$ cat config.mk
export PLATFORM = sky130hd
export DESIGN_NAME = cee_exception_entry
export DESIGN_NICKNAME = d
export VERILOG_FILES = /design/src/cee_pkg.sv /design/src/cee_exception_entry.sv
export SDC_FILE = /design/constraint.sdc
export NUM_CORES = 1
export LEC_CHECK = 0
export ABC_AREA = 1
export BUFFER_PORTS_ARGS = -buffer_cell sky130_fd_sc_hd__buf_2
export CAP_MARGIN = 0
export CORE_MARGIN = 3
export CORE_UTILIZATION = 51
export CTS_CLUSTER_DIAMETER = 80
export CTS_CLUSTER_SIZE = 40
export DETAILED_ROUTE_END_ITERATION = 12
export PLACE_DENSITY = 0.78
export SYNTH_ARGS = -nofsm -noshare
export SYNTH_HDL_FRONTEND = slang
export SYNTH_HIERARCHICAL = 1
export SYNTH_SLANG_ARGS = --single-unit
export TNS_END_PERCENT = 1
$ cat constraint.sdc
create_clock -name CLK_SYS -period 1 [get_ports CLK_SYS]
set_clock_uncertainty 0.2 [all_clocks]
set_input_delay 0.2 -clock CLK_SYS [delete_from_list [all_inputs] [get_ports CLK_SYS]]
set_output_delay 0.2 -clock CLK_SYS [all_outputs]
set_load 0.02 [all_outputs]
$ cat src/cee_pkg.sv
//
// Operation
// RULE_01: Reset outranks every trap and interrupt pending at the same time.
// RULE_02: Reset handling starts once the chip init pin is released, not while held.
// RULE_03: Watchdog overflow resets the chip and starts handling identical to pin reset.
// RULE_04: Software vector call starts handling at a vector chosen by its 2-bit selector.
// RULE_05: Software vector call is taken regardless of the interrupt mask bit.
// RULE_06: Mask bit at 1 blocks all interrupts except unmaskable pin and address break.
// RULE_07: Accepted interrupts enter only when the current instruction or handling completes.
// RULE_08: Several pending interrupts are serviced in fixed priority order, highest first.
// RULE_09: Unmaskable pin detects falling edge when polarity is 0, rising when 1.
// RULE_10: A masked request stays pending and is taken after the mask clears.
//
// ****************************************************************
// Shared constants and types
// ****************************************************************
package cee_pkg;

   localparam int           IRQ_COUNT       = 12;
   localparam logic [5:0]   VEC_RESET       = 6'h00;
   localparam logic [5:0]   VEC_UNMASKABLE  = 6'h07;
   localparam logic [5:0]   VEC_TRAP_BASE   = 6'h08;
   localparam logic [5:0]   VEC_ADDR_BREAK  = 6'h0c;
   localparam logic [5:0]   VEC_IRQ_BASE    = 6'h0e;
   // Cycles the chip stays in reset after a watchdog overflow
   localparam logic [3:0]   WDT_HOLD_CYCLES = 4'h8;

   typedef enum logic [2:0]
   {
      CEE_RUN  = 3'b001,
      CEE_HOLD = 3'b010,
      CEE_WDT  = 3'b100
   } cee_state_t;

   typedef struct packed
   {
      logic       start;
      logic [5:0] vector;
   } cee_exc_t;

endpackage : cee_pkg

// ****************************************************************
// Edge detector with selectable polarity
// ****************************************************************
`timescale 1ns/10ps
module cee_edge_detect
(
   // Clock and reset
   input  wire logic clk,
   input  wire logic rst_n,
   // Sampled level and polarity
   input  wire logic level_in,
   input  wire logic rising_sel,
   // Detected edge
   output      logic edge_pulse
);
   logic prev_ff;

   always_ff @(posedge clk or negedge rst_n)
   begin
      if (!rst_n)
         prev_ff <= 1'b0;
      else
         prev_ff <= level_in;
   end

   // Polarity 0 selects falling, 1 selects rising
   assign edge_pulse = rising_sel ? (level_in & ~prev_ff) : (~level_in & prev_ff); // RULE_09
endmodule : cee_edge_detect

$ cat src/cee_exception_entry.sv
`timescale 1ns/10ps
module cee_exception_entry
(
   // Clock and reset
   input  wire logic       CLK_SYS,
   input  wire logic       RESET_N,
   // Reset sources
   input  wire logic       CHIP_INIT_PIN_N,
   input  wire logic       WDT_OVERFLOW,
   // Sequencer status
   input  wire logic       INSN_BOUNDARY,
   input  wire logic       TRAP_EXEC,
   input  wire logic [1:0] TRAP_SEL,
   input  wire logic       MASK_I,
   // Interrupt sources
   input  wire logic       UNMASKABLE_EDGE_POLARITY,
   input  wire logic       UNMASKABLE_PIN,
   input  wire logic       ADDR_BREAK_REQ,
   input  wire logic [cee_pkg::IRQ_COUNT-1:0] IRQ_REQ,
   // Exception entry
   output      logic       CHIP_RESET,
   output      logic       EXC_START,
   output      logic [5:0] EXC_VECTOR
);
   import cee_pkg::*;

   // ****************************************************************
   // Reset release
   // ****************************************************************
   logic rst_meta_ff;
   logic rst_sync_ff;

   always_ff @(posedge CLK_SYS or negedge RESET_N)
   begin
      if (!RESET_N)
      begin
         rst_meta_ff <= 1'b0;
         rst_sync_ff <= 1'b0;
      end
      else
      begin
         rst_meta_ff <= 1'b1;
         rst_sync_ff <= rst_meta_ff;
      end
   end

   // ****************************************************************
   // Fixed priority pick among maskable requests
   // ****************************************************************
   function automatic logic [5:0] irq_vector(input logic [IRQ_COUNT-1:0] req);
      logic [5:0] v;
      v = VEC_IRQ_BASE;
      for (int i = IRQ_COUNT - 1; i >= 0; i--)
      begin
         if (req[i])
            v = VEC_IRQ_BASE + 6'(i);
      end
      return v;
   endfunction : irq_vector

   // ****************************************************************
   // State
   // ****************************************************************
   cee_state_t state_ff;
   cee_state_t nxt_state;
   logic [3:0] wdt_cnt_ff;
   logic       nmi_pend_ff;
   logic       trap_pend_ff;
   logic [1:0] trap_sel_ff;
   logic       reset_ff;
   cee_exc_t   exc_ff;
   cee_exc_t   nxt_exc;
   logic       nmi_edge;
   logic       decide;
   logic       take_nmi;
   logic       take_trap;
   logic       irq_ok;

   cee_edge_detect u_nmi_edge
   (
      .clk        (CLK_SYS),
      .rst_n      (rst_sync_ff),
      .level_in   (UNMASKABLE_PIN),
      .rising_sel (UNMASKABLE_EDGE_POLARITY),
      .edge_pulse (nmi_edge)
   );

   // Trap counts as its own completion point; the unmaskable pin can enter there, other interrupts wait for a boundary
   assign decide = (state_ff == CEE_RUN) && CHIP_INIT_PIN_N && !WDT_OVERFLOW
                   && (INSN_BOUNDARY || TRAP_EXEC); // RULE_07
   // Masked requests are not consumed here, the source keeps them raised
   assign irq_ok = (|IRQ_REQ) && !MASK_I; // RULE_06 RULE_10

   // ****************************************************************
   // Reset sequencing
   // ****************************************************************
   always_comb
   begin
      nxt_state = state_ff;
      case (state_ff)
         CEE_RUN:
            if (!CHIP_INIT_PIN_N)
               nxt_state = CEE_HOLD; // RULE_01
            else if (WDT_OVERFLOW)
               nxt_state = CEE_WDT; // RULE_03
         CEE_HOLD:
            if (CHIP_INIT_PIN_N)
               nxt_state = CEE_RUN; // RULE_02
         CEE_WDT:
            if (!CHIP_INIT_PIN_N)
               nxt_state = CEE_HOLD;
            else if (wdt_cnt_ff == WDT_HOLD_CYCLES - 4'h1)
               nxt_state = CEE_RUN;
         default:
            nxt_state = CEE_HOLD;
      endcase
   end

   always_ff @(posedge CLK_SYS or negedge rst_sync_ff)
   begin
      if (!rst_sync_ff)
         state_ff <= CEE_HOLD;
      else
         state_ff <= nxt_state;
   end

   always_ff @(posedge CLK_SYS or negedge rst_sync_ff)
   begin
      if (!rst_sync_ff)
         wdt_cnt_ff <= 4'h0;
      else if (state_ff == CEE_WDT)
         wdt_cnt_ff <= wdt_cnt_ff + 4'h1;
      else
         wdt_cnt_ff <= 4'h0;
   end

   always_ff @(posedge CLK_SYS or negedge rst_sync_ff)
   begin
      if (!rst_sync_ff)
         reset_ff <= 1'b1;
      else
         reset_ff <= (nxt_state != CEE_RUN); // RULE_03
   end

   // ****************************************************************
   // Entry selection
   // ****************************************************************
   always_comb
   begin
      nxt_exc   = '0;
      take_nmi  = 1'b0;
      take_trap = 1'b0;
      if (state_ff != CEE_RUN && nxt_state == CEE_RUN)
      begin
         // Pin release and watchdog expiry enter the same way
         nxt_exc.start  = 1'b1; // RULE_02 RULE_03
         nxt_exc.vector = VEC_RESET;
      end
      else if (decide)
      begin
         // Fixed order: unmaskable, trap, address break, maskable
         if (nmi_pend_ff || nmi_edge)
         begin
            nxt_exc.start  = 1'b1; // RULE_08
            nxt_exc.vector = VEC_UNMASKABLE;
            take_nmi       = 1'b1;
         end
         else if (trap_pend_ff || TRAP_EXEC)
         begin
            nxt_exc.start  = 1'b1; // RULE_04 RULE_05
            nxt_exc.vector = VEC_TRAP_BASE + {4'h0, (TRAP_EXEC ? TRAP_SEL : trap_sel_ff)};
            take_trap      = 1'b1;
         end
         else if (ADDR_BREAK_REQ)
         begin
            nxt_exc.start  = 1'b1;
            nxt_exc.vector = VEC_ADDR_BREAK;
         end
         else if (irq_ok)
         begin
            nxt_exc.start  = 1'b1; // RULE_08
            nxt_exc.vector = irq_vector(IRQ_REQ);
         end
      end
   end

   always_ff @(posedge CLK_SYS or negedge rst_sync_ff)
   begin
      if (!rst_sync_ff)
         exc_ff <= '0;
      else
         exc_ff <= nxt_exc;
   end

   // ****************************************************************
   // Pending latches
   // ****************************************************************
   // A new edge in the taking cycle survives: set wins over clear
   always_ff @(posedge CLK_SYS or negedge rst_sync_ff)
   begin
      if (!rst_sync_ff)
         nmi_pend_ff <= 1'b0;
      else if (nxt_state != CEE_RUN || state_ff != CEE_RUN)
         nmi_pend_ff <= 1'b0; // RULE_01
      else
         nmi_pend_ff <= (nmi_pend_ff & ~take_nmi) | (nmi_edge & ~take_nmi) | (nmi_edge & nmi_pend_ff); // RULE_09
   end

   // A trap beaten by the unmaskable pin is kept for the next decision
   always_ff @(posedge CLK_SYS or negedge rst_sync_ff)
   begin
      if (!rst_sync_ff)
      begin
         trap_pend_ff <= 1'b0;
         trap_sel_ff  <= 2'h0;
      end
      else if (nxt_state != CEE_RUN || state_ff != CEE_RUN)
         trap_pend_ff <= 1'b0;
      else if (TRAP_EXEC && !take_trap)
      begin
         trap_pend_ff <= 1'b1; // RULE_05
         trap_sel_ff  <= TRAP_SEL;
      end
      else if (take_trap)
         trap_pend_ff <= 1'b0;
   end

   assign CHIP_RESET = reset_ff;
   assign EXC_START  = exc_ff.start;
   assign EXC_VECTOR = exc_ff.vector;

   // ****************************************************************
   // Checks
   // ****************************************************************
   logic clean_run;
   assign clean_run = (state_ff == CEE_RUN) && CHIP_INIT_PIN_N && !WDT_OVERFLOW;

   property p_reset_wins;
      @(posedge CLK_SYS) disable iff (!rst_sync_ff)
      !CHIP_INIT_PIN_N |=> CHIP_RESET && !EXC_START;
   endproperty
   a_reset_wins: assert property (p_reset_wins) else $error("reset did not win"); // RULE_01

   property p_release_entry;
      @(posedge CLK_SYS) disable iff (!rst_sync_ff)
      (state_ff == CEE_HOLD) && CHIP_INIT_PIN_N |=> EXC_START && (EXC_VECTOR == VEC_RESET) ##1 !CHIP_RESET;
   endproperty
   a_release_entry: assert property (p_release_entry) else $error("no reset entry on release"); // RULE_02

   property p_wdt_entry;
      @(posedge CLK_SYS) disable iff (!rst_sync_ff)
      (state_ff == CEE_RUN) && CHIP_INIT_PIN_N && WDT_OVERFLOW ##1 CHIP_INIT_PIN_N [*8]
      |=> EXC_START && (EXC_VECTOR == VEC_RESET);
   endproperty
   a_wdt_entry: assert property (p_wdt_entry) else $error("watchdog entry wrong"); // RULE_03

   property p_trap_vector;
      @(posedge CLK_SYS) disable iff (!rst_sync_ff)
      TRAP_EXEC && clean_run && !nmi_pend_ff && !nmi_edge && !trap_pend_ff
      |=> EXC_START && (EXC_VECTOR == VEC_TRAP_BASE + {4'h0, $past(TRAP_SEL)});
   endproperty
   a_trap_vector: assert property (p_trap_vector) else $error("trap vector wrong"); // RULE_04

   property p_trap_masked;
      @(posedge CLK_SYS) disable iff (!rst_sync_ff)
      TRAP_EXEC && MASK_I && clean_run && !nmi_pend_ff && !nmi_edge |=> EXC_START;
   endproperty
   a_trap_masked: assert property (p_trap_masked) else $error("trap blocked by mask"); // RULE_05

   property p_mask_blocks;
      @(posedge CLK_SYS) disable iff (!rst_sync_ff)
      EXC_START && (EXC_VECTOR >= VEC_IRQ_BASE) |-> !$past(MASK_I);
   endproperty
   a_mask_blocks: assert property (p_mask_blocks) else $error("masked interrupt taken"); // RULE_06

   property p_boundary_only;
      @(posedge CLK_SYS) disable iff (!rst_sync_ff)
      EXC_START && (EXC_VECTOR != VEC_RESET) |-> $past(INSN_BOUNDARY) || $past(TRAP_EXEC);
   endproperty
   a_boundary_only: assert property (p_boundary_only) else $error("entry off boundary"); // RULE_07

   property p_fixed_order;
      @(posedge CLK_SYS) disable iff (!rst_sync_ff)
      EXC_START && (EXC_VECTOR >= VEC_IRQ_BASE)
      |-> !$past(nmi_pend_ff) && !$past(ADDR_BREAK_REQ)
          && (($past(IRQ_REQ) & ((12'h001 << (EXC_VECTOR - VEC_IRQ_BASE)) - 12'h001)) == 12'h000);
   endproperty
   a_fixed_order: assert property (p_fixed_order) else $error("priority order broken"); // RULE_08

   property p_nmi_edge;
      @(posedge CLK_SYS) disable iff (!rst_sync_ff)
      clean_run && !UNMASKABLE_EDGE_POLARITY && $fell(UNMASKABLE_PIN) && !$rose(rst_sync_ff) && CHIP_INIT_PIN_N
      ##1 CHIP_INIT_PIN_N && !WDT_OVERFLOW
      |-> nmi_pend_ff || (EXC_START && EXC_VECTOR == VEC_UNMASKABLE);
   endproperty
   a_nmi_edge: assert property (p_nmi_edge) else $error("unmaskable edge lost"); // RULE_09

   property p_unmask_take;
      @(posedge CLK_SYS) disable iff (!rst_sync_ff)
      clean_run && INSN_BOUNDARY && !MASK_I && (|IRQ_REQ) && !TRAP_EXEC && !trap_pend_ff
      && !nmi_pend_ff && !nmi_edge && !ADDR_BREAK_REQ |=> EXC_START && (EXC_VECTOR >= VEC_IRQ_BASE);
   endproperty
   a_unmask_take: assert property (p_unmask_take) else $error("pending request not taken"); // RULE_10

endmodule : cee_exception_entry

# Word-level counts from Yosys, hierarchy flattened
# Cells that the tools add are included.
# totals
register_bits,22
in_bits,24
word_cells,85
# op_classes
bitwise_logic,11
addsub,2
mux,38
n_eq_ne,7
n_reduce_logical,16
# op_table
op,n
2-to-1 mux 6 bit,11
2-to-1 mux 7 bit,6
2-to-1 mux 3 bit,5
2-to-1 mux 1 bit,12
OR reduction 12 bit,1
one-hot mux 3 bit (3 select lines),1
equality test 3 x 1 -> 1 bit (second input constant),2
logical AND 1 bit,6
!= test 3 x 1 -> 1 bit (second input constant),2
adder 4 x 2 -> 5 bit (first input constant),1
AND 1 bit,5
2-to-1 mux 5 bit,1
adder 4 x 1 -> 4 bit (second input constant),1
equality test 4 x 3 -> 1 bit (second input constant),1
logical OR 1 bit,4
2-to-1 mux 4 bit,1
NOT 1 bit,4
equality test 3 x 2 -> 1 bit (second input constant),1
equality test 3 bit (second input constant),1
zero test 1 bit,3
nonzero test 3 bit,1
2-to-1 mux 2 bit,1
bitwise OR 1 bit,2
AND reduction 2 bit,1

# Longest topological paths before layout
# Gate-level depths: netlist (run 1).
# logic_depth
ltp_word,18
ltp_mapped,13
ltp_nobuf,13

# By module
# The synthesis (run 1) kept the hierarchy.
# by_module_without_submodules
mod,seq_area_each_um2,instances,area_per_inst_um2,cells_each
cee_exception_entry,503.0,1,1113.6,137
cee_edge_detect,25.0,1,50.0,7

# Worst setup path before layout (run 1)
# No wires, ideal clock.
# synth_path
path_kind,reg2reg
start,register u_nmi_edge.prev_ff
end,register exc_ff (netlist bit EXC_VECTOR[2])
t_arrival_ns,1.171
n_path_buf,0
slack_ns,-0.489
synth_period_minus_slack_ns,1.489
path_stages_with_launch,8
setup_time_ns,0.117
t_required_ns,0.683
cell_sequence,dfrtp_1 nand3_1 nand2_1 nor2_2 inv_1 or2_2 o21ai_1 nor2_1
# synth_lines
element,line_no,source
"start, declared",cee_pkg.sv:58,logic prev_ff;
"start signal, assigned",cee_pkg.sv:65,prev_ff <= level_in;
"end signal, assigned",cee_exception_entry.sv:192,exc_ff <= nxt_exc;
"end, declared",cee_exception_entry.sv:71,cee_exc_t exc_ff;

# Worst setup path after layout (run 1)
# layout_path
start,register state_ff[1]
end,register trap_sel_ff[0]
# layout_via
elab_chain_len,9
word_cells_on_any_way,23
cone_classes,eq/ne: 6; mux: 8; bitwise: 1; reduce/logical: 8
# layout_lines
element,line_no,source
"start, declared",cee_exception_entry.sv:64,cee_state_t state_ff;
"start signal, assigned",cee_exception_entry.sv:124,state_ff <= nxt_state;
2-to-1 mux 3 bit (tied with other cells),cee_exception_entry.sv:112,else if (wdt_cnt_ff == WDT_HOLD_CYCLES - 4'h1)
2-to-1 mux 3 bit (tied with other cells),cee_exception_entry.sv:110,if (!CHIP_INIT_PIN_N)
one-hot mux 3 bit (3 select lines) or logical AND 1 bit (tied branches),--,
equality test 3 x 1 -> 1 bit or logical AND 1 bit (tied branches),"cee_exception_entry.sv:153, cee_exception_entry.sv:90",
logical AND 1 bit or 2-to-1 mux 1 bit (tied branches),"cee_exception_entry.sv:153, cee_exception_entry.sv:159",
2-to-1 mux 1 bit,cee_exception_entry.sv:153,if (state_ff != CEE_RUN && nxt_state == CEE_RUN)
zero test 1 bit,cee_exception_entry.sv:219,else if (TRAP_EXEC && !take_trap)
logical AND 1 bit,cee_exception_entry.sv:219,
AND reduction 2 bit (no line) *,--,
"end signal, assigned",cee_exception_entry.sv:215,trap_sel_ff <= 2'h0;
"end signal, assigned",cee_exception_entry.sv:222,trap_sel_ff <= TRAP_SEL;
"end, declared",cee_exception_entry.sv:69,logic [1:0] trap_sel_ff;
# Mark *: on every way between the ends. The rest lies on a longest branch, timed or not.
# A chain may end at the register's enable or synchronous reset.

==> results.yml, run 1 <==
status:
  status: "complete, but fails checks"
  violations: "negative hold slack, negative setup slack"
timing:
  fin_crit_sh_pct: 150
  report.final.hold_viol_count: 1
  setup_tns_ns: -8.59
  fin_crit_ns: 1.50
  worst_slack_ns: -0.503
  rsz0062_at_grt: "yes"
  fmax_ghz: 0.665
  whs_ns: -0.0118
  finalSetupViolations: 25
  maxSlewViolCount: 0
logic_synthesis:
  yosysTopAreaCellShare_pct: 40.9
  synth_warnings: 6
  synth.distinct_cells: 29
  ys_seq_area_share_pct: 45.4
  synth.area.top_cells: "dfrtp_1 41%, nand2_1 7.4%, inv_1 6.5%"
  syn-num-nets: 169
  synth_seq_cells: 21
  syn_inst: 144
  syn-mean-instance-area_um2: 8.08
  syn_area_um2: 1160
  yosysTopAreaCell: "dfrtp_1"
clocking:
  cts.sinks: 21
  insertion_delay_ns: 0.29
  cts-htree-levels: 1
  cts_tree: "done"
  cts_buffer_depth: 2
  cts_root_buf: "clkbuf_4"
  cts_hold_buf: 3
  numCtsBuffers: 3
  clkTransAtPathRegs_ns: 0.11
floorplan:
  fp-row-count: 16
  coreArea_um2: 2060
  die_x_um: 53.8
  die_y_um: 53.8
  start_util_pct: 56.4
  die_area_um2: 2890
  pin_count: 32
global_route:
  antenna_found_initial: 0
  grt_pass1_wl_um: 4750
  overflow: 0
  grt_pass1_vias: 1161
  grtUsageTotal_pct: 22.5
  grt_max_degree: 20
hold_path:
  hp-class: "input pin to register"
detailed_routing:
  vias: 1127
  vias_per_cell: 4.92
  wire_per_inst_um: 12.2
  drcViolationCount: 0
  first_pass_iters: 4
  drtIter0Drc: 23
  ant_nets: 0
  routed_wl_um: 2790
cells_and_area:
  n_antenna_cell: 0
  nNetsFinal: 228
  regArea_um2: 528
  fill_cells: 135
  fin_cells: 229
  layout_commonest_cell: "buf_2"
  multiInputGateArea_um2: 566
  final_cell_mix: "28 x buf_2, 21 x nand2_1, 21 x buf_4"
  drive_gt1_share_pct: 51.0
  area_delta_synth_final_pct: 41.0
critical_path:
  path_common_cell: "nand3_2"
  critical_path_class: "register to register"
  end_kind: "register"
  critPathLaunchType: "register"
  cp_slowest_cell: "dfstp_2"
  slowest_delay_ns: 0.41
  worstPathRequired_ns: 1.02
  critPathMaxFanout: 4
  worstPathArrival_ns: 1.53
  worstPathCellList: "nor3_4, nand3_2, nor2_4, nand2_2, nand3_2, nand2_1, o21ai_1"
power_and_ir_drop:
  leakagePower_nw: 0.878
  ir_drop_mv: 0.809
  power-per-cell-area_nw_per_um2: 1090
placement:
  dp.cells: 222
  hpwl_um: 2190
  gp_congestion: 0.879
  port_buffers: 30
job:
  max_cap_viol_count: 0
critical path, delay by kind of cell (launching register included):
kind | cells | cell delay [ns]
compound gates | 1 | 0.07
flops | 1 | 0.41
simple gates | 6 | 0.76
state kept, by name, indices dropped and copies added (netlist names):
| signal | cells |
|---|---|
| state_ff | 3 |
| u_nmi_edge/prev_ff | 1 |
| trap_pend_ff | 1 |
| EXC_START | 1 |
| rst_sync_ff | 1 |
| wdt_cnt_ff | 4 |
| trap_sel_ff | 2 |
| CHIP_RESET | 1 |
| EXC_VECTOR | 5 |
| nmi_pend_ff | 1 |
| rst_meta_ff | 1 |
worst paths after layout:
path / cells past startpoint / slack (ns) / startpoint / to
worst min register to register: 1 / 0.01 / rst_sync_ff / EXC_VECTOR[2]
min in group asynchronous: 1 / 0.01 / rst_sync_ff / EXC_VECTOR[2]
worst max register to register: 7 / -0.50 / state_ff[1] / trap_sel_ff[0]
worst min-delay path: 3 / -0.01 / CHIP_INIT_PIN_N / state_ff[1]
worst max-delay path: 7 / -0.50 / state_ff[1] / trap_sel_ff[0]
max in group asynchronous: 1 / 0.38 / rst_sync_ff / CHIP_RESET
what timing repair did:
item / in CTS / in global routing
gates resized for setup: 11 / 9
endpoints found under the hold margin: 6 / 4
setup endpoints to repair: 25 / 25
pin swaps: 2 / 2
buffers inserted: 0 / 0
power by group:
group	switching [W]	internal [W]
clock network	0.000221	0.000155
logic	0.000245	0.000198
registers	0.0000463	0.000922
layer usage:
layer  global-route usage, %  up-vias  wire, um
li1                        -      561         -
met1                    25.2      515      1110
met2                    42.1       43      1470
met3                    3.60        8       140
met4                    8.09        0        65
met5                       0        -         0
cells in the mapped netlist:
master,instances
xor2_1,1
dfrtp_1,19
nor3_2,1
nand3_1,9
or2_2,1
nor3_4,1
o21ai_1,3
a21oi_1,7
o31ai_1,2
nand2_4,1
dfstp_2,2
inv_1,20
nor2_2,3
a211oi_1,1
inv_2,11
o21bai_1,1
nand2_1,23
o21ai_0,2
conb_1,2
nor3_1,2
nand3_2,2
nor2_1,13
a31oi_1,2
buf_4,1
ha_1,1
nand2_2,6
nor2_4,5
or2_1,1
nand3b_1,1
per-stage QoR:
step	util [%]	instance area, um2	worst slack, ns	power [W]	hold slack (ns)
global placement	73.7	1520	-0.452	0.00135	-0.216
global route	79.6	1640	-0.605	0.00191	-0.0450
detailed placement	73.7	1520	-0.496	0.00137	-0.212
CTS	78.3	1610	-0.497	0.00178	-0.0243
finish	79.6	1640	-0.503	0.00179	-0.0118
floorplan	-	1170	-0.386	0.00119	-0.296
logic make-up (layout without fill, tap and decap cells):
group | Yosys count | in the layout | synth area share [%]
adder cells (fa/ha/maj) | 1 | 1 | 1.08
AND/OR/NAND/NOR | 69 | 69 | 32.7
buffers and inverters | 32 | 90 | 10.6
other | 2 | 2 | 0.645
AO/OA/AOI/OAI | 18 | 18 | 8.82
flip-flops | 21 | 21 | 45.4
XOR/XNOR | 1 | 1 | 0.753
final cells by class:
| class | count | share of cell area [%] |
|---|---|---|
| multi-input combinational | 91 | 34.5 |
| sequential | 21 | 32.2 |
| timing repair buffer | 55 | 22.6 |
| tap | 27 | 2.06 |
| clock buffer | 4 | 1.60 |
| inverter | 31 | 7.09 |
(Power assumes the default switching activity.)
==> run 2: changes to the inputs <==
--- a/config.mk
+++ b/config.mk
@@ -14,6 +14,7 @@
 export CTS_CLUSTER_SIZE = 40
 export DETAILED_ROUTE_END_ITERATION = 12
 export PLACE_DENSITY = 0.78
+export SETUP_SLACK_MARGIN = 0.05
 export SYNTH_ARGS = -nofsm -noshare
 export SYNTH_HDL_FRONTEND = slang
 export SYNTH_HIERARCHICAL = 1
==> run 2 against run 1 <==
  * Largest power group unchanged
  * The run still ends with negative hold slack, negative setup slack left
  * Clock-buffer cell count unchanged
  * Worst hold slack got worse by 0.0081 ns
  * Global-route usage unchanged
  * Die area unchanged
  * First-iteration DRC count decreased by 26%
  * Final cell count decreased by 0.44%
  * Largest cell class unchanged
==> results.yml, run 2 (synthesized netlist as in run 1, its figures left out) <==
cells_and_area:
  n_antenna_cell: 0
  drive_gt1_share_pct: 50.7
  area_delta_synth_final_pct: 39.5
  final_cell_mix: "28 x buf_2, 21 x nand2_1, 21 x buf_4"
  nNetsFinal: 227
  largest_reg_flops: 5
  layout_commonest_cell: "buf_2"
  fill_cells: 140
critical_path:
  critical_path_class: "register to register"
  worstPathArrival_ns: 1.53
  end_kind: "register"
  worstPathRequired_ns: 1.02
  critPathLaunchType: "register"
  critPathMaxFanout: 4
clocking:
  cts_root_buf: "clkbuf_4"
  cts.sinks: 21
  insertion_delay_ns: 0.29
  cts-htree-levels: 1
  cts_setup_buffers: 0
  cts_tree: "done"
  cts_hold_buf: 2
  numCtsBuffers: 3
  clkTransAtPathRegs_ns: 0.11
  cts_buffer_depth: 2
global_route:
  grtUsageMet1_pct: 25.2
  grt_pass1_vias: 1144
  grt_max_degree: 20
  grtUsageTotal_pct: 22.5
  busiest_layer: "met2"
  overflow: 0
  grt_pass1_wl_um: 4710
  use_met3_pct: 3.60
  antenna_found_initial: 0
  met2_usage_pct: 42.1
detailed_routing:
  vias: 1104
  drtIter0Drc: 17
  drcViolationCount: 0
  routed_wl_um: 2730
  first_pass_iters: 4
  vias_per_cell: 4.84
  ant_nets: 0
  wire_per_inst_um: 12.0
timing:
  rsz0062_at_grt: "yes"
  finalSetupViolations: 25
  report.final.hold_viol_count: 3
  fmax_ghz: 0.665
  maxSlewViolCount: 0
  fin_crit_ns: 1.50
  fin_crit_sh_pct: 150
  setup_tns_ns: -8.62
  worst_slack_ns: -0.505
  whs_ns: -0.0200
status:
  violations: "negative hold slack, negative setup slack"
  status: "complete, but fails checks"
placement:
  hpwl_um: 2190
  port_buffers: 30
  gp_congestion: 0.879
  dp_slack_ns: -0.496
power_and_ir_drop:
  p_seq_share_pct: 54.4
  leakagePower_nw: 0.873
  power_switching_w: 0.000510
  pwr-share-comb_pct: 24.2
  p_int_w: 0.00127
  power-per-cell-area_nw_per_um2: 1100
  ir_drop_mv: 0.798
  clockPowerShare_pct: 21.3
  p_sw_share_pct: 28.6
floorplan:
  start_util_pct: 56.4
  die_x_um: 53.8
  pin_count: 32
  die_y_um: 53.8
  fp-row-count: 16
  coreArea_um2: 2060
  die_area_um2: 2890
job:
  max_cap_viol_count: 0
hold_path:
  hp-class: "input pin to register"
[run 2: changes by cell type in the layout (fill, tap and decap cells not counted)]
| cell | previous run | this run |
|---|---|---|
| nor2_4 | 7 | 6 |
| nor2_1 | 10 | 11 |
| dlygate4sd3_1 | 3 | 2 |
[run 2: metrics by stage]
| stage | total power, W | std cells | utilization, % | instance area, um2 |
|---|---|---|---|---|
| floorplan | 0.00119 | 144 | - | 1170 |
| global placement | 0.00135 | 222 | 73.7 | 1520 |
| detailed placement | 0.00137 | 222 | 73.7 | 1520 |
| CTS | 0.00178 | 228 | 77.8 | 1600 |
| global route | 0.00190 | 228 | 78.7 | 1620 |
| finish | 0.00178 | 228 | 78.7 | 1620 |
[run 2: worst paths after layout]
kind | startpoint | endpoint | slack (ns) | cells after the start
max in group asynchronous | rst_sync_ff | CHIP_RESET | 0.38 | 1
worst min-delay path | TRAP_SEL[1] | trap_sel_ff[1] | -0.02 | 3
min in group asynchronous | rst_sync_ff | EXC_VECTOR[3] | 0.01 | 1
worst min register to register | rst_sync_ff | EXC_VECTOR[3] | 0.01 | 1
worst max-delay path | state_ff[1] | trap_sel_ff[0] | -0.50 | 7
worst max register to register | state_ff[1] | trap_sel_ff[0] | -0.50 | 7
[run 2: worst max-delay path: stages, from the launching register on]
cell	delay, ns
dfstp_2	0.41
nor3_4	0.22
nand3_2	0.14
nor2_4	0.15
nand2_2	0.09
nand3_2	0.10
nand2_1	0.06
o21ai_1	0.07
[run 2: final cells by class]
cell class                 count  area, um2  share of cell area (%)
multi-input combinational     91        558                    34.4
sequential                    21        528                    32.5
timing repair buffer          54        360                    22.2
inverter                      31        116                    7.17
tap                           27       33.8                    2.08
clock buffer                   4       26.3                    1.62
[run 2: routing by layer]
layer | share of wire (%) | wire length [um] | up-vias
met3 | 4.0 | 108 | 6
met1 | 41 | 1110 | 509
li1 | - | - | 558
met5 | 0 | 0 | -
met4 | 1.2 | 34 | 0
met2 | 54 | 1480 | 31
[run 2: power by group through the flow]
stage	registers, W	logic [W]	clock network [W]
after floorplan	0.000998	0.000196	0
after global placement	0.000971	0.000377	0
after detailed placement	0.000975	0.000400	0
after CTS	0.000966	0.000425	0.000388
after global routing	0.000975	0.000478	0.000446
final	0.000969	0.000432	0.000380
[run 2: what timing repair did]
item | in CTS | in global routing
endpoints found under the setup margin | 25 | 25
pin swaps | 2 | 2
endpoints found under the hold margin | 6 | 5
resized for setup | 11 | 7
